--- config.mk ---
export PLATFORM = sky130hd
export DESIGN_NAME = lis_link_init
export DESIGN_NICKNAME = d
export VERILOG_FILES = /design/src/lis_pkg.sv /design/src/lis_stream_if.sv /design/src/lis_frame_buf.sv /design/src/lis_link_init.sv
export SDC_FILE = /design/constraint.sdc
export NUM_CORES = 1
export LEC_CHECK = 0
export ABC_CLOCK_PERIOD_IN_PS = 4100
export BUFFER_PORTS_ARGS = -buffer_cell sky130_fd_sc_hd__buf_4
export CORE_MARGIN = 1
export CORE_UTILIZATION = 29
export CTS_CLUSTER_SIZE = 14
export DETAILED_ROUTE_END_ITERATION = 8
export GPL_TIMING_DRIVEN = 0
export SETUP_SLACK_MARGIN = 0.5
export SYNTH_ARGS = -nofsm -noshare
export SYNTH_HDL_FRONTEND = slang
export SYNTH_SLANG_ARGS = --single-unit
--- constraint.sdc ---
create_clock -name mclk -period 4.1 [get_ports mclk]
set_input_delay 0.41 -clock mclk [delete_from_list [all_inputs] [get_ports mclk]]
set_output_delay 0.41 -clock mclk [all_outputs]
set_load 0.005 [all_outputs]
--- src/lis_pkg.sv ---
// Constants and types shared by the link initialization sequencer
`default_nettype none
package lis_pkg;
  localparam int TD_FRAMES = 6;
  localparam int TD_MIN = 5;
  localparam int TD_MAX = 7;
  localparam int ILA_MF = 4;
  localparam int RESYNC_HOLD = 4;
  localparam int K_W = 6;
  localparam int K_DEF = 32;
  localparam int K_MAX = 32;
  localparam int K_MIN_ONE_LANE = 9;
  localparam int K_MIN_TWO_LANE = 17;
  localparam int LANE_RATE_MIN_MBPS = 1000;
  localparam int LANE_RATE_MAX_MBPS = 7400;
  localparam int SAMP_W = 16;
  localparam int DATA_W = 2 * SAMP_W;
  localparam logic [7:0] K28_5 = 8'hBC;
  localparam logic [1:0] KIND_CGS = 2'h0;
  localparam logic [1:0] KIND_ILA = 2'h1;
  localparam logic [1:0] KIND_DATA = 2'h2;
  localparam int WORD_W = DATA_W + 2;
  localparam int BUF_DEPTH = 2;
  typedef enum logic [2:0] {LIS_IDLE, LIS_CGS, LIS_ALIGN, LIS_ILA, LIS_DATA} lis_st_e;
endpackage : lis_pkg
`default_nettype wire

--- src/lis_stream_if.sv ---
// Valid/ready word stream between sequencer and buffer
`default_nettype none
interface lis_stream_if #(parameter int W = 8);
  logic valid;
  logic ready;
  logic [W-1:0] data;
  modport src (output valid, output data, input ready);
  modport snk (input valid, input data, output ready);
endinterface : lis_stream_if
`default_nettype wire
--- src/lis_frame_buf.sv ---
// Two-entry word buffer with valid and ready on both sides
`default_nettype none
module lis_frame_buf #(
  parameter int W = 8,
  parameter int DEPTH = 2
) (
  input wire logic clk,
  input wire logic rst_n,
  lis_stream_if.snk wr,
  lis_stream_if.src rd
);
  localparam int PW = (DEPTH > 1) ? $clog2(DEPTH) : 1;
  typedef struct packed {
    logic [DEPTH-1:0][W-1:0] mem;
    logic [PW-1:0] wp;
    logic [PW-1:0] rp;
    logic [PW:0] cnt;
  } lis_buf_s;
  lis_buf_s st_ff;
  lis_buf_s nxt_st;
  logic push;
  logic pop;

  assign wr.ready = (st_ff.cnt != (PW+1)'(DEPTH));
  assign rd.valid = (st_ff.cnt != '0);
  assign rd.data = st_ff.mem[st_ff.rp];
  assign push = wr.valid && wr.ready;
  assign pop = rd.valid && rd.ready;

  always_comb begin
    nxt_st = st_ff;
    if (push) begin
      nxt_st.mem[st_ff.wp] = wr.data;
      nxt_st.wp = (st_ff.wp == PW'(DEPTH-1)) ? '0 : PW'(st_ff.wp + 1'b1);
    end
    if (pop) begin
      nxt_st.rp = (st_ff.rp == PW'(DEPTH-1)) ? '0 : PW'(st_ff.rp + 1'b1);
    end
    nxt_st.cnt = (PW+1)'(st_ff.cnt + (PW+1)'(push) - (PW+1)'(pop));
  end

  always_ff @(posedge clk or negedge rst_n) begin
    if (!rst_n) begin
      st_ff <= '0;
    end else begin
      st_ff <= nxt_st;
    end
  end
endmodule : lis_frame_buf
`default_nettype wire

--- src/lis_link_init.sv ---
// Transmit link initialization sequencer: code group sync, lane alignment, data
// Behaviour
// - First sync code group 5..7 frames after boundary
// - Lane alignment starts 5..7 frames after boundary
// - Sample data starts at least 5 frames after boundary
// - Lane alignment lasts four multi-frames
// - Lane rate 1 to 7.4 Gb/s, both lane modes
// - One sample per converter per frame
// - Frames per multi-frame configurable, default 32, minimums
`default_nettype none
module lis_link_init #(
  parameter int FRAME_DIV = 1,
  parameter int TD = lis_pkg::TD_FRAMES
) (
  input wire logic mclk,
  input wire logic resetn,
  input wire logic sysref,
  input wire logic sync_request_n,
  input wire logic dual_lane,
  input wire logic [lis_pkg::K_W-1:0] k_frames,
  input wire logic [lis_pkg::SAMP_W-1:0] samp_a,
  input wire logic [lis_pkg::SAMP_W-1:0] samp_b,
  output logic samp_take,
  output logic lmfc_boundary,
  output logic out_valid,
  input wire logic out_ready,
  output logic [1:0] out_kind,
  output logic [lis_pkg::DATA_W-1:0] out_data
);
  typedef struct packed {
    lis_pkg::lis_st_e st;
    logic [7:0] div;
    logic [lis_pkg::K_W-1:0] cnt;
    logic [lis_pkg::K_W:0] kval;
    logic lane;
    logic [2:0] mf;
    logic [2:0] low;
    logic sref_d;
    logic sref_pend;
  } lis_seq_s;

  lis_seq_s st_ff;
  lis_seq_s nxt_st;
  logic [1:0] rst_sync_ff;
  logic rst_n;
  logic tick;
  logic [lis_pkg::K_W:0] k_lo;
  logic [lis_pkg::K_W:0] k_sel;
  logic [1:0] kind;
  logic [lis_pkg::DATA_W-1:0] word;

  lis_stream_if #(.W(lis_pkg::WORD_W)) buf_in ();
  lis_stream_if #(.W(lis_pkg::WORD_W)) buf_out ();

  always_ff @(posedge mclk or negedge resetn) begin
    if (!resetn) begin
      rst_sync_ff <= 2'h0;
    end else begin
      rst_sync_ff <= {rst_sync_ff[0], 1'b1};
    end
  end
  assign rst_n = rst_sync_ff[1];

  // Frame tick stalls while the buffer is full, and stays low while reset holds
  assign tick = rst_n && (st_ff.div == 8'h00) && buf_in.ready;
  assign lmfc_boundary = tick && (st_ff.cnt == '0);

  always_comb begin
    nxt_st = st_ff;
    k_lo = dual_lane ? (lis_pkg::K_W+1)'(lis_pkg::K_MIN_TWO_LANE) : (lis_pkg::K_W+1)'(lis_pkg::K_MIN_ONE_LANE);
    k_sel = {1'b0, k_frames};
    if (k_sel < k_lo) begin
      k_sel = k_lo;
    end
    if (k_sel > (lis_pkg::K_W+1)'(lis_pkg::K_MAX)) begin
      k_sel = (lis_pkg::K_W+1)'(lis_pkg::K_MAX);
    end
    kind = lis_pkg::KIND_CGS;
    word = {lis_pkg::K28_5, lis_pkg::K28_5, lis_pkg::K28_5, lis_pkg::K28_5};
    nxt_st.sref_d = sysref;
    if (sysref && !st_ff.sref_d) begin
      nxt_st.sref_pend = 1'b1;
    end
    if (st_ff.div != 8'h00 || tick) begin
      nxt_st.div = (st_ff.div == 8'(FRAME_DIV - 1)) ? 8'h00 : 8'(st_ff.div + 8'h01);
    end
    if (tick) begin
      if (st_ff.sref_pend || st_ff.cnt == lis_pkg::K_W'(st_ff.kval - 1'b1)) begin
        nxt_st.cnt = '0;
        nxt_st.sref_pend = sysref && !st_ff.sref_d;
      end else begin
        nxt_st.cnt = lis_pkg::K_W'(st_ff.cnt + 1'b1);
      end
      if (sync_request_n) begin
        nxt_st.low = '0;
      end else if (st_ff.low != 3'(lis_pkg::RESYNC_HOLD)) begin
        nxt_st.low = 3'(st_ff.low + 3'h1);
      end
      case (st_ff.st)
        lis_pkg::LIS_IDLE: begin
          nxt_st.kval = k_sel;
          nxt_st.lane = dual_lane;
          if (st_ff.cnt == lis_pkg::K_W'(TD)) begin
            nxt_st.st = lis_pkg::LIS_CGS;
          end
        end
        lis_pkg::LIS_CGS: begin
          if (sync_request_n && st_ff.cnt == '0) begin
            nxt_st.st = lis_pkg::LIS_ALIGN;
          end
        end
        lis_pkg::LIS_ALIGN: begin
          if (st_ff.cnt == lis_pkg::K_W'(TD)) begin
            nxt_st.st = lis_pkg::LIS_ILA;
            nxt_st.mf = '0;
          end
        end
        lis_pkg::LIS_ILA: begin
          if (st_ff.cnt == lis_pkg::K_W'(TD)) begin
            if (st_ff.mf == 3'(lis_pkg::ILA_MF - 1)) begin
              nxt_st.st = lis_pkg::LIS_DATA;
            end else begin
              nxt_st.mf = 3'(st_ff.mf + 3'h1);
            end
          end
        end
        lis_pkg::LIS_DATA: begin
        end
        default: begin
          nxt_st.st = lis_pkg::LIS_IDLE;
        end
      endcase
      if (st_ff.st != lis_pkg::LIS_IDLE && st_ff.st != lis_pkg::LIS_CGS
          && nxt_st.low == 3'(lis_pkg::RESYNC_HOLD)) begin
        nxt_st.st = lis_pkg::LIS_IDLE;
      end
    end
    if (nxt_st.st == lis_pkg::LIS_ILA) begin
      kind = lis_pkg::KIND_ILA;
      word = {8'h00, 5'h00, nxt_st.mf, 2'h0, nxt_st.cnt, 8'h00};
    end else if (nxt_st.st == lis_pkg::LIS_DATA) begin
      kind = lis_pkg::KIND_DATA;
      word = {samp_a, samp_b};
    end
  end

  always_ff @(posedge mclk or negedge rst_n) begin
    if (!rst_n) begin
      st_ff <= '{st: lis_pkg::LIS_IDLE, kval: (lis_pkg::K_W+1)'(lis_pkg::K_DEF), default: '0};
    end else begin
      st_ff <= nxt_st;
    end
  end

  assign buf_in.valid = tick && nxt_st.st != lis_pkg::LIS_IDLE;
  assign buf_in.data = {kind, word};
  assign samp_take = tick && nxt_st.st == lis_pkg::LIS_DATA;

  lis_frame_buf #(.W(lis_pkg::WORD_W), .DEPTH(lis_pkg::BUF_DEPTH)) u_buf (
    .clk(mclk),
    .rst_n(rst_n),
    .wr(buf_in),
    .rd(buf_out)
  );

  assign out_valid = buf_out.valid;
  assign buf_out.ready = out_ready;
  assign out_kind = buf_out.data[lis_pkg::WORD_W-1 -: 2];
  assign out_data = buf_out.data[lis_pkg::DATA_W-1:0];
endmodule : lis_link_init
`default_nettype wire

### After elaboration in Yosys (flattened, before gate mapping)

Cells that the tools add are included.

| word-level totals | value |
|---|---|
| memory bits (read-only) | 0 |
| memories kept | 0 |
| register bits | 107 |
| latch bits | 0 |
| memory bits (writable) | 0 |
| input port bits | 44 |

| operators by class | value |
|---|---|
| multiplexer cells | 36 |
| shift operators | 0 |
| magnitude comparators | 5 |
| equal/unequal tests | 13 |
| $mul | 0 |
| div/mod/pow operators | 0 |
| reduce and logical (&&, ||, !) cells | 23 |
| $add $sub $neg | 9 |
| bitwise operators | 0 |

Operator list:

| kind | count |
|---|---|
| $mux W34 | 3 |
| $bwmux W68 | 1 |
| $mux W32 | 2 |
| $mux W3 | 13 |
| $demux W34 S1 | 1 |
| $mux W20 | 1 |
| $mux W8 | 2 |
| $pmux W3 S5 | 1 |
| $mux W7 | 2 |
| $eq A3 B2 Y1 const B | 4 |
| $logic_and A1 B1 Y1 | 12 |
| $eq A3 B3 Y1 const B | 3 |
| $add A8 B1 Y8 const B | 1 |
| $logic_not A8 Y1 | 1 |
| $reduce_bool A8 Y1 | 1 |
| $gt A7 B6 Y1 const B | 1 |
| $add A3 B1 Y3 const B | 2 |
| $add A6 B1 Y6 const B | 1 |
| $eq A6 B3 Y1 const B | 1 |
| $eq A6 B6 Y1 | 1 |
| $logic_not A6 Y1 | 1 |
| $lt A6 B5 Y1 | 1 |
| $mux W6 | 1 |
| $pmux W3 S2 | 1 |
| other kinds (19) | 28 |

### Longest topological paths before layout

Gate-level depths: netlist (run 1).

| depth | value |
|---|---|
| depth in word-level cells | 13 |
| mapped depth | 12 |

### Cells and area by module

A second synthesis (run 1) with hierarchy kept.

| unflattened totals | value |
|---|---|
| cells, all modules | 446 |
| area, all modules | 5418.9 µm² |

Modules (own cells, without submodules):

| module | cells an instance | area each (µm²) | seq. area each (µm²) | instances |
|---|---|---|---|---|
| lis_frame_buf | 204 | 3171.8 | 1801.7 | 1 |
| lis_link_init | 242 | 2247.2 | 827.0 | 1 |

### Least setup slack after synthesis (run 1)

OpenSTA, ideal clock, no wires.

| path | value |
|---|---|
| kind | register to register |
| from | register rst_sync_ff[1] |
| to | register u_buf.st_ff[16] (netlist name) |
| clock period less this slack | 4.851 ns |
| buffers on the path | 3 |
| setup slack | -0.751 ns |
| library setup time | 0.125 ns |
| stages on the path, launching flop included | 9 |
| arrival | 4.726 ns |
| path through | dfrtp_1 o2111ai_1 clkbuf_1 a221oi_1 o21ai_1 a21o_1 buf_2 buf_6 mux2_4 |

| on the way | value |
|---|---|
| word-level cells in the longest chain between the ends | 7 |
| elaborated cells on any way between the ends | 12 |
| those cells by class | eq/ne (2); mux (5); reduce/logical (5) |

Ends and longest elaborated chain:

| element | RTL line | source |
|---|---|---|
| start: declaration | lis_link_init.sv:44 | `logic [1:0] rst_sync_ff;` |
| start signal: assignment | lis_link_init.sv:59 | `rst_sync_ff <= {rst_sync_ff[0], 1'b1};` |
| $logic_and A1 B1 Y1 * (2 in a row) | lis_link_init.sv:65 | `assign tick = rst_n && (st_ff.div == 8'h00) && buf_in.ready;` |
| $mux W3 | lis_link_init.sv:87 | `if (tick) begin` |
| $eq A3 B3 Y1 | lis_link_init.sv:141 | `end else if (nxt_st.st == lis_pkg::LIS_DATA) begin` |
| $mux W32 | lis_link_init.sv:141 |  |
| $mux W32 | lis_link_init.sv:138 | `if (nxt_st.st == lis_pkg::LIS_ILA) begin` |
| $bwmux W68 | lis_frame_buf.sv:33 | `nxt_st.mem[st_ff.wp] = wr.data;` |
| end signal: assignment | lis_frame_buf.sv:46 | `st_ff <= nxt_st;` |
| end: declaration | lis_frame_buf.sv:19 | `lis_buf_s st_ff;` |

Every way passes the cells marked *; elsewhere a longest branch is shown, timed or not.
A chain may end at the register's enable or synchronous reset.

### Worst setup path in the final report (run 1)

| path | value |
|---|---|
| from | register rst_sync_ff[1] |
| to | register u_buf.st_ff[5] (netlist name) |

Same word-level chain as after synthesis.

==> results of run 1 <==
-- cell usage after synthesis, types with 4 or more instances --
library cell / instances / area share
xor2_1: 4 / 0.0065
mux2i_1: 8 / 0.015
nand2_1: 60 / 0.042
o2bb2ai_1: 15 / 0.024
nand3_1: 8 / 0.0074
nor2_1: 30 / 0.021
clkbuf_1: 13 / 0.0091
ha_1: 13 / 0.030
mux2_4: 5 / 0.014
mux2_1: 7 / 0.015
or3_1: 4 / 0.0047
a22o_1: 4 / 0.0065
xnor2_1: 18 / 0.029
buf_2: 7 / 0.0065
dfrtp_1: 104 / 0.48
o21ai_1: 21 / 0.020
a21oi_1: 7 / 0.0065
nand3b_1: 6 / 0.0084
mux2_2: 43 / 0.090
o21ai_0: 19 / 0.018
inv_1: 32 / 0.022
a2bb2oi_1: 4 / 0.0065
-- state kept, by name (all words and copies together) (netlist names) --
register and cells:
st_ff 31, rst_sync_ff 2, u_buf.st_ff 72
-- area by class of cell --
type | instances | area, µm² | share of cell area
tap | 229 | 287 | 0.0432
timing repair buffer | 82 | 638 | 0.0963
inverter | 32 | 120 | 0.0181
clock inverter | 5 | 78.8 | 0.0119
clock buffer | 11 | 243 | 0.0366
multi-input combinational | 341 | 2490 | 0.377
buffer | 26 | 133 | 0.0200
sequential | 105 | 2630 | 0.397
-- worst max path at each step --
stage                                  to  slack (ps)  cells after the start
after floorplan           u_buf.st_ff[16]        1020                      8
after global placement    u_buf.st_ff[67]         360                      9
after detailed placement  u_buf.st_ff[32]         290                      9
after CTS                  u_buf.st_ff[5]         860                      9
after global routing      u_buf.st_ff[37]         560                      9
final                      u_buf.st_ff[5]         930                      9
-- where the power goes --
group	switching, W	internal (W)
sequential	0.0000201	0.00105
clock	0.000384	0.000551
combinational	0.000213	0.000246
-- timing repair --
| action | CTS | global route |
|---|---|---|
| buffers inserted | 1 | 0 |
| gates resized for setup | 0 | 0 |
| endpoints found under the setup margin | 66 | 0 |
| hold buffers | 1 | 0 |
| hold endpoints to repair | 2 | 0 |
-- layer usage --
layer	GRT usage	vias up
li1	-	1936
met1	0.177	2027
met2	0.253	75
met3	0.0305	8
met4	0.0408	0
met5	0	-
-- per-stage QoR --
step,instance area (µm²),total power [W],cells,worst slack [ps],utilization
floorplan,5380,0.00133,504,1020,-
global placement,6270,0.00155,813,356,0.347
CTS,6630,0.00250,831,857,0.366
detailed placement,6270,0.00156,813,285,0.347
global route,6630,0.00257,831,560,0.366
finish,6630,0.00247,831,932,0.366
-- cell families after synthesis --
logic type	Yosys count	share of synthesized area
flip-flops	105	0.489
buffers and inverters	58	0.0470
AO/OA/AOI/OAI	99	0.126
other	1	0.000697
XOR/XNOR	23	0.0400
adder cells (fa/ha/maj)	13	0.0303
multiplexers	63	0.134
AND/OR/NAND/NOR	142	0.133
-- worst reg2reg max path, stage by stage, from the launching register on --
cell,delay (ps)
dfrtp_4,900
o2111ai_1,450
clkbuf_1,320
a221oi_1,320
o21ai_1,150
a21o_1,200
buf_2,180
clkbuf_1,300
nand2_1,150
o21ai_1,70
==> impl_metrics.py, run 1 <==
metrics = {
    "drt": {
        "wirelength_um": 13200,
        "m1WireLength_um": 5910,
        "postRouteAntennaNets": 0,
        "drt-initial-drc-count": 296,
        "via_count": 4046,
        "wl_met3_um": 572,
        "drc": 6,
        "firstDrtPassIters": 6,
        "maxUsedRoutingLayer": "met4",
        "wire_per_inst_um": 15.9,
        "met2_length_um": 6590,
        "vias_per_cell": 4.87,
    },
    "final_layout": {
        "syn2layout_area_growth_pct": 23.2,
        "fillers": 1773,
        "final_cell_mix": "dfrtp_1 (103), buf_4 (81), nand2_1 (60)",
        "num_antenna_cells": 0,
        "layout-drive-gt1-share": 0.286,
        "fin_nets": 654,
        "layout_commonest_cell": "dfrtp_1",
    },
    "yosys": {
        "synthArstFlopShare": 1.00,
        "synth_area_per_cell_um2": 10.7,
        "ys_ff_latch": 105,
        "synth.distinct_cells": 67,
        "synth_cells": 504,
        "yosys_warnings": 0,
        "ys_seq_area_frac": 0.489,
        "syn_nets": 561,
        "synth_edf_count": 0,
        "ys.flop_type": "dfrtp_1",
        "syn_area_mm2": 0.00538,
    },
    "global_routing": {
        "antenna_found_initial": 0,
        "grt_usage": 0.144,
        "grt_pass1_wl_um": 21700,
        "grt_max_degree": 55,
        "overflow": 0,
        "grt_pass1_vias": 4195,
    },
    "sta": {
        "final_max_slew_viol_count": 0,
        "fin_tns_setup_ps": 0,
        "hold_slack_ps": 173,
        "relSlewSlack": 0.468,
        "skew_ps": 9.64,
        "setup_viol_count_final": 0,
        "min_period_ps": 3170,
        "worst_pin_slew_ps": 797,
        "final.period_utilization": 0.773,
        "rsz0062_at_grt": "no",
        "timing.fmax_mhz": 316,
        "hold_viol": 0,
    },
    "flow_run": {
        "maxCapViolCount": 0,
    },
    "worst_setup_path": {
        "crit_type": "register to register",
        "path_cells": "o2111ai_1, clkbuf_1, a221oi_1, o21ai_1, a21o_1, buf_2, clkbuf_1, nand2_1, o21ai_1",
        "r2r_end": "u_buf.st_ff[5]",
        "timing.rr.start": "rst_sync_ff[1]",
        "critPathCaptureType": "register",
        "crit_fanout": 54,
        "critPathArrivalTime_ps": 3390,
        "worst-path-buf-inv": 3,
        "worstSetupStartpoint": "rst_sync_ff[1]",
        "rrSetupSlack_ps": 930,
        "critPathSlowestCell": "dfrtp_4",
        "path_delay_family": "compound AO/OA/AOI/OAI gates",
        "start_kind": "register",
        "rr_worst_depth": 9,
        "cp.required_ps": 4320,
        "cpPeakStageDelay_ps": 900,
    },
    "clock_network": {
        "htree_levels": 3,
        "cts.clk_slew.worst_paths_ps": 70,
        "root_buffer": "clkbuf_16",
        "cts_tree": "built",
        "cts-buffers-inserted": 9,
        "clk_latency_ps": 350,
        "cts_buffer_depth": 2,
        "cts.sinks": 105,
    },
    "floorplanning": {
        "dieArea_mm2": 0.0191,
        "die_x_um": 138,
        "coreArea_mm2": 0.0181,
        "ios": 81,
        "fp.dieH_um": 138,
        "rows": 49,
        "initial_core_util": 0.297,
    },
    "power": {
        "cellPowerDensity_mw_per_mm2": 373,
        "ir_worst_vdd_v": 0.000201,
        "p_leak_nw": 3.21,
    },
    "min_path": {
        "hold_path.class": "input port to register",
        "worstHoldEndpoint": "st_ff[1]",
        "hold_depth": 1,
        "min_from": "sysref",
    },
    "status": {
        "outcome": "complete, but fails checks",
        "violations": "DRC",
    },
    "placement": {
        "port_buffers": 80,
        "gp_congestion": 0.853,
        "post-dp-hpwl_um": 9370,
    },
}
(Power assumes the default switching activity.)
==> inputs of run 2 (changes only) <==
--- a/config.mk
+++ b/config.mk
@@ -5,7 +5,8 @@
 export SDC_FILE = /design/constraint.sdc
 export NUM_CORES = 1
 export LEC_CHECK = 0
-export ABC_CLOCK_PERIOD_IN_PS = 4100
+export ABC_AREA = 1
+export ABC_CLOCK_PERIOD_IN_PS = 2600
 export BUFFER_PORTS_ARGS = -buffer_cell sky130_fd_sc_hd__buf_4
 export CORE_MARGIN = 1
 export CORE_UTILIZATION = 29
==> constraint.sdc (replaced) <==
create_clock -name mclk -period 2.6 [get_ports mclk]
set_input_delay 0.26 -clock mclk [delete_from_list [all_inputs] [get_ports mclk]]
set_output_delay 0.26 -clock mclk [all_outputs]
set_load 0.005 [all_outputs]
==> run 2 against run 1 <==
The run now ends clean. Non-clock buffer count increased by 56. Flip-flop and latch count is the same. Utilization rose by 6.9 points. Highest routed layer unchanged. Clock power rose by 45%. Global-route usage is 2.1 points higher. Combinational power increased by 11%. Critical path type unchanged. First-iteration DRC count up 32%. Largest power group unchanged. Clock skew increased by 1.7 ps. Synthesized cell count grew 43%. Synthesized area increased by 7.1%. Fmax rose by 39%.
==> impl_metrics.py, run 2 <==
metrics = {
    "sta": {
        "setup_viol_count_final": 0,
        "final_max_slew_viol_count": 0,
        "fin_tns_setup_ps": 0,
        "hold_viol": 0,
        "timing.fmax_mhz": 437,
        "final.period_utilization": 0.879,
        "rsz0062_at_grt": "yes",
        "worst_pin_slew_ps": 554,
        "min_period_ps": 2290,
        "relSlewSlack": 0.630,
        "skew_ps": 11.4,
        "setup_ws_ps": 314,
    },
    "final_layout": {
        "fin_nets": 924,
        "layout_commonest_cell": "nand2_1",
        "top_register": "u_buf.st_ff",
        "largestRegisters": "u_buf.st_ff (72), st_ff (31), rst_sync_ff (2)",
        "num_antenna_cells": 0,
        "largest_register_ffs": 72,
        "syn2layout_area_growth_pct": 47.3,
        "layout-drive-gt1-share": 0.424,
        "final_cell_area_mm2": 0.00848,
        "final_cell_mix": "nand2_1 (203), buf_4 (110), dfrtp_1 (103)",
    },
    "global_routing": {
        "grt_usage": 0.164,
        "grt_max_degree": 53,
        "grt_pass1_wl_um": 25600,
        "antenna_found_initial": 0,
        "grt_pass1_vias": 5067,
        "overflow": 0,
    },
    "yosys": {
        "yosys-top-cells-count": "nand2_1 (269), dfrtp_1 (104), inv_1 (67), nand3_1 (33)",
        "syn_nets": 777,
        "ys_ff_latch": 105,
        "synth_area_per_cell_um2": 8.00,
        "ys_seq_area_frac": 0.457,
        "syn_area_mm2": 0.00576,
        "ys.flop_type": "dfrtp_1",
        "synth.top_cell.area_share": 0.452,
        "yosys_warnings": 0,
        "synthArstFlopShare": 1.00,
        "yosys.area.top_type": "dfrtp_1",
        "synth_edf_count": 0,
        "yosys-top-cells-area": "dfrtp_1 (45%), nand2_1 (18%), o21ai_2 (4.6%), inv_1 (4.4%), nand3_1 (2.9%)",
        "synth_cells": 720,
        "synth.distinct_cells": 39,
        "yosysMostFrequentCell": "nand2_1",
    },
    "power": {
        "p_leak_nw": 4.15,
        "power_frac_clock": 0.384,
        "power.total_w": 0.00355,
        "ir_worst_vdd_v": 0.000323,
        "switching_power_w": 0.00106,
        "swShare": 0.299,
        "pwr-share-seq": 0.473,
        "cellPowerDensity_mw_per_mm2": 419,
        "power_frac_comb": 0.143,
        "intPower_w": 0.00249,
    },
    "clock_network": {
        "cts.clk_slew.worst_paths_ps": 80,
        "clk_latency_ps": 360,
        "cts_buffer_depth": 2,
        "cts_tree": "built",
        "cts.sinks": 105,
        "htree_levels": 3,
        "cts-buffers-inserted": 9,
        "root_buffer": "clkbuf_16",
    },
    "status": {
        "outcome": "finished clean",
    },
    "floorplanning": {
        "rows": 51,
        "die_x_um": 143,
        "coreArea_mm2": 0.0195,
        "initial_core_util": 0.296,
        "dieArea_mm2": 0.0204,
        "ios": 81,
        "fp.dieH_um": 143,
    },
    "drt": {
        "vias_per_cell": 4.59,
        "postRouteAntennaNets": 0,
        "drc": 0,
        "firstDrtPassIters": 5,
        "drt-initial-drc-count": 390,
        "wire_per_inst_um": 14.7,
        "via_count": 5224,
        "wirelength_um": 16700,
    },
    "worst_setup_path": {
        "crit_type": "register to register",
        "critPathCaptureType": "register",
        "cp.required_ps": 2860,
        "crit_fanout": 5,
        "start_kind": "register",
        "critPathArrivalTime_ps": 2550,
    },
    "placement": {
        "placed_area_mm2": 0.00685,
        "gp_congestion": 0.772,
        "dp_slack_ps": -560,
        "port_buffers": 80,
        "post-dp-hpwl_um": 10500,
    },
    "flow_run": {
        "maxCapViolCount": 0,
    },
    "min_path": {
        "hold_path.class": "input port to register",
    },
}
-- run 2: cell type report --
type / instances / area (µm²)
Clock buffer: 9 / 225
Clock inverter: 7 / 61.3
Buffer: 28 / 353
Tap cell: 265 / 332
Sequential cell: 105 / 2630
Timing Repair Buffer: 136 / 1350
Multi-Input combinational cell: 512 / 3220
Fill cell: 1877 / 11000
Inverter: 75 / 304
-- run 2: final timing paths --
check	start	cells past startpoint	slack, ps	to
max reg2reg	st_ff[22]	17	310	u_buf.st_ff[52]
min reg2reg	rst_sync_ff[1]	0	240	u_buf.st_ff[56]
max	st_ff[22]	17	310	u_buf.st_ff[52]
min	sysref	1	10	st_ff[1]
max in group asynchronous	rst_sync_ff[1]	1	1770	st_ff[14]
min in group asynchronous	resetn	2	220	rst_sync_ff[1]
-- run 2: metrics by stage --
step,utilization,std cells,hold WS (ps)
final,0.436,1137,12.8
after global routing,0.436,1137,13.6
after CTS,0.403,1122,9.49
after detailed placement,0.352,1065,43.2
after global placement,0.352,1065,42.8
after floorplan,-,720,-35.6
-- run 2: cell families (layout without fill, tap and decap cells) --
group,after synthesis,in the layout,synth area share
AO/OA/AOI/OAI,89,89,0.102
XOR/XNOR,15,15,0.0228
adder cells (fa/ha/maj),13,13,0.0283
buffers and inverters,103,255,0.0895
flip-flops,105,105,0.457
other,1,1,0.000651
AND/OR/NAND/NOR,394,394,0.300
-- run 2: what timing repair did --
item | 4_1_cts | 5_1_grt
hold buffers | 1 | 0
buffers inserted | 37 | 7
resized for setup | 76 | 106
endpoints found under the hold margin | 2 | 0
pin swaps | 14 | 45
endpoints found under the setup margin | 125 | 109
gates cloned | 3 | 8
-- run 2: routing by layer --
layer  track usage  up-vias  part of all wire
li1              -     2558                 -
met2         0.275      109              0.48
met5             0        -                 0
met4        0.0538        0             0.025
met1         0.215     2529              0.46
met3        0.0282       28             0.042
-- run 2: power groups by stage --
| stage | Combinational [W] | Clock (W) | Sequential (W) |
|---|---|---|---|
| 2_1_floorplan | 0.000256 | 0 | 0.00173 |
| 3_3_place_gp | 0.000450 | 0 | 0.00174 |
| 3_5_place_dp | 0.000455 | 0 | 0.00174 |
| 4_1_cts | 0.000506 | 0.00140 | 0.00168 |
| 5_1_grt | 0.000564 | 0.00145 | 0.00169 |
| 6_report | 0.000509 | 0.00136 | 0.00168 |
-- run 2: worst max-delay path: stages (launching register included) --
cell,delay (ps)
dfrtp_1,390
inv_2,90
ha_4,130
nand2_2,40
nor2_2,110
nand2_2,90
nor2_4,160
buf_6,110
buf_6,100
nand3_4,100
nand2_8,120
nor2_8,60
nand2_4,100
nand3_4,120
clkbuf_16,190
clkbuf_16,160
nand2_2,60
o21ai_2,50
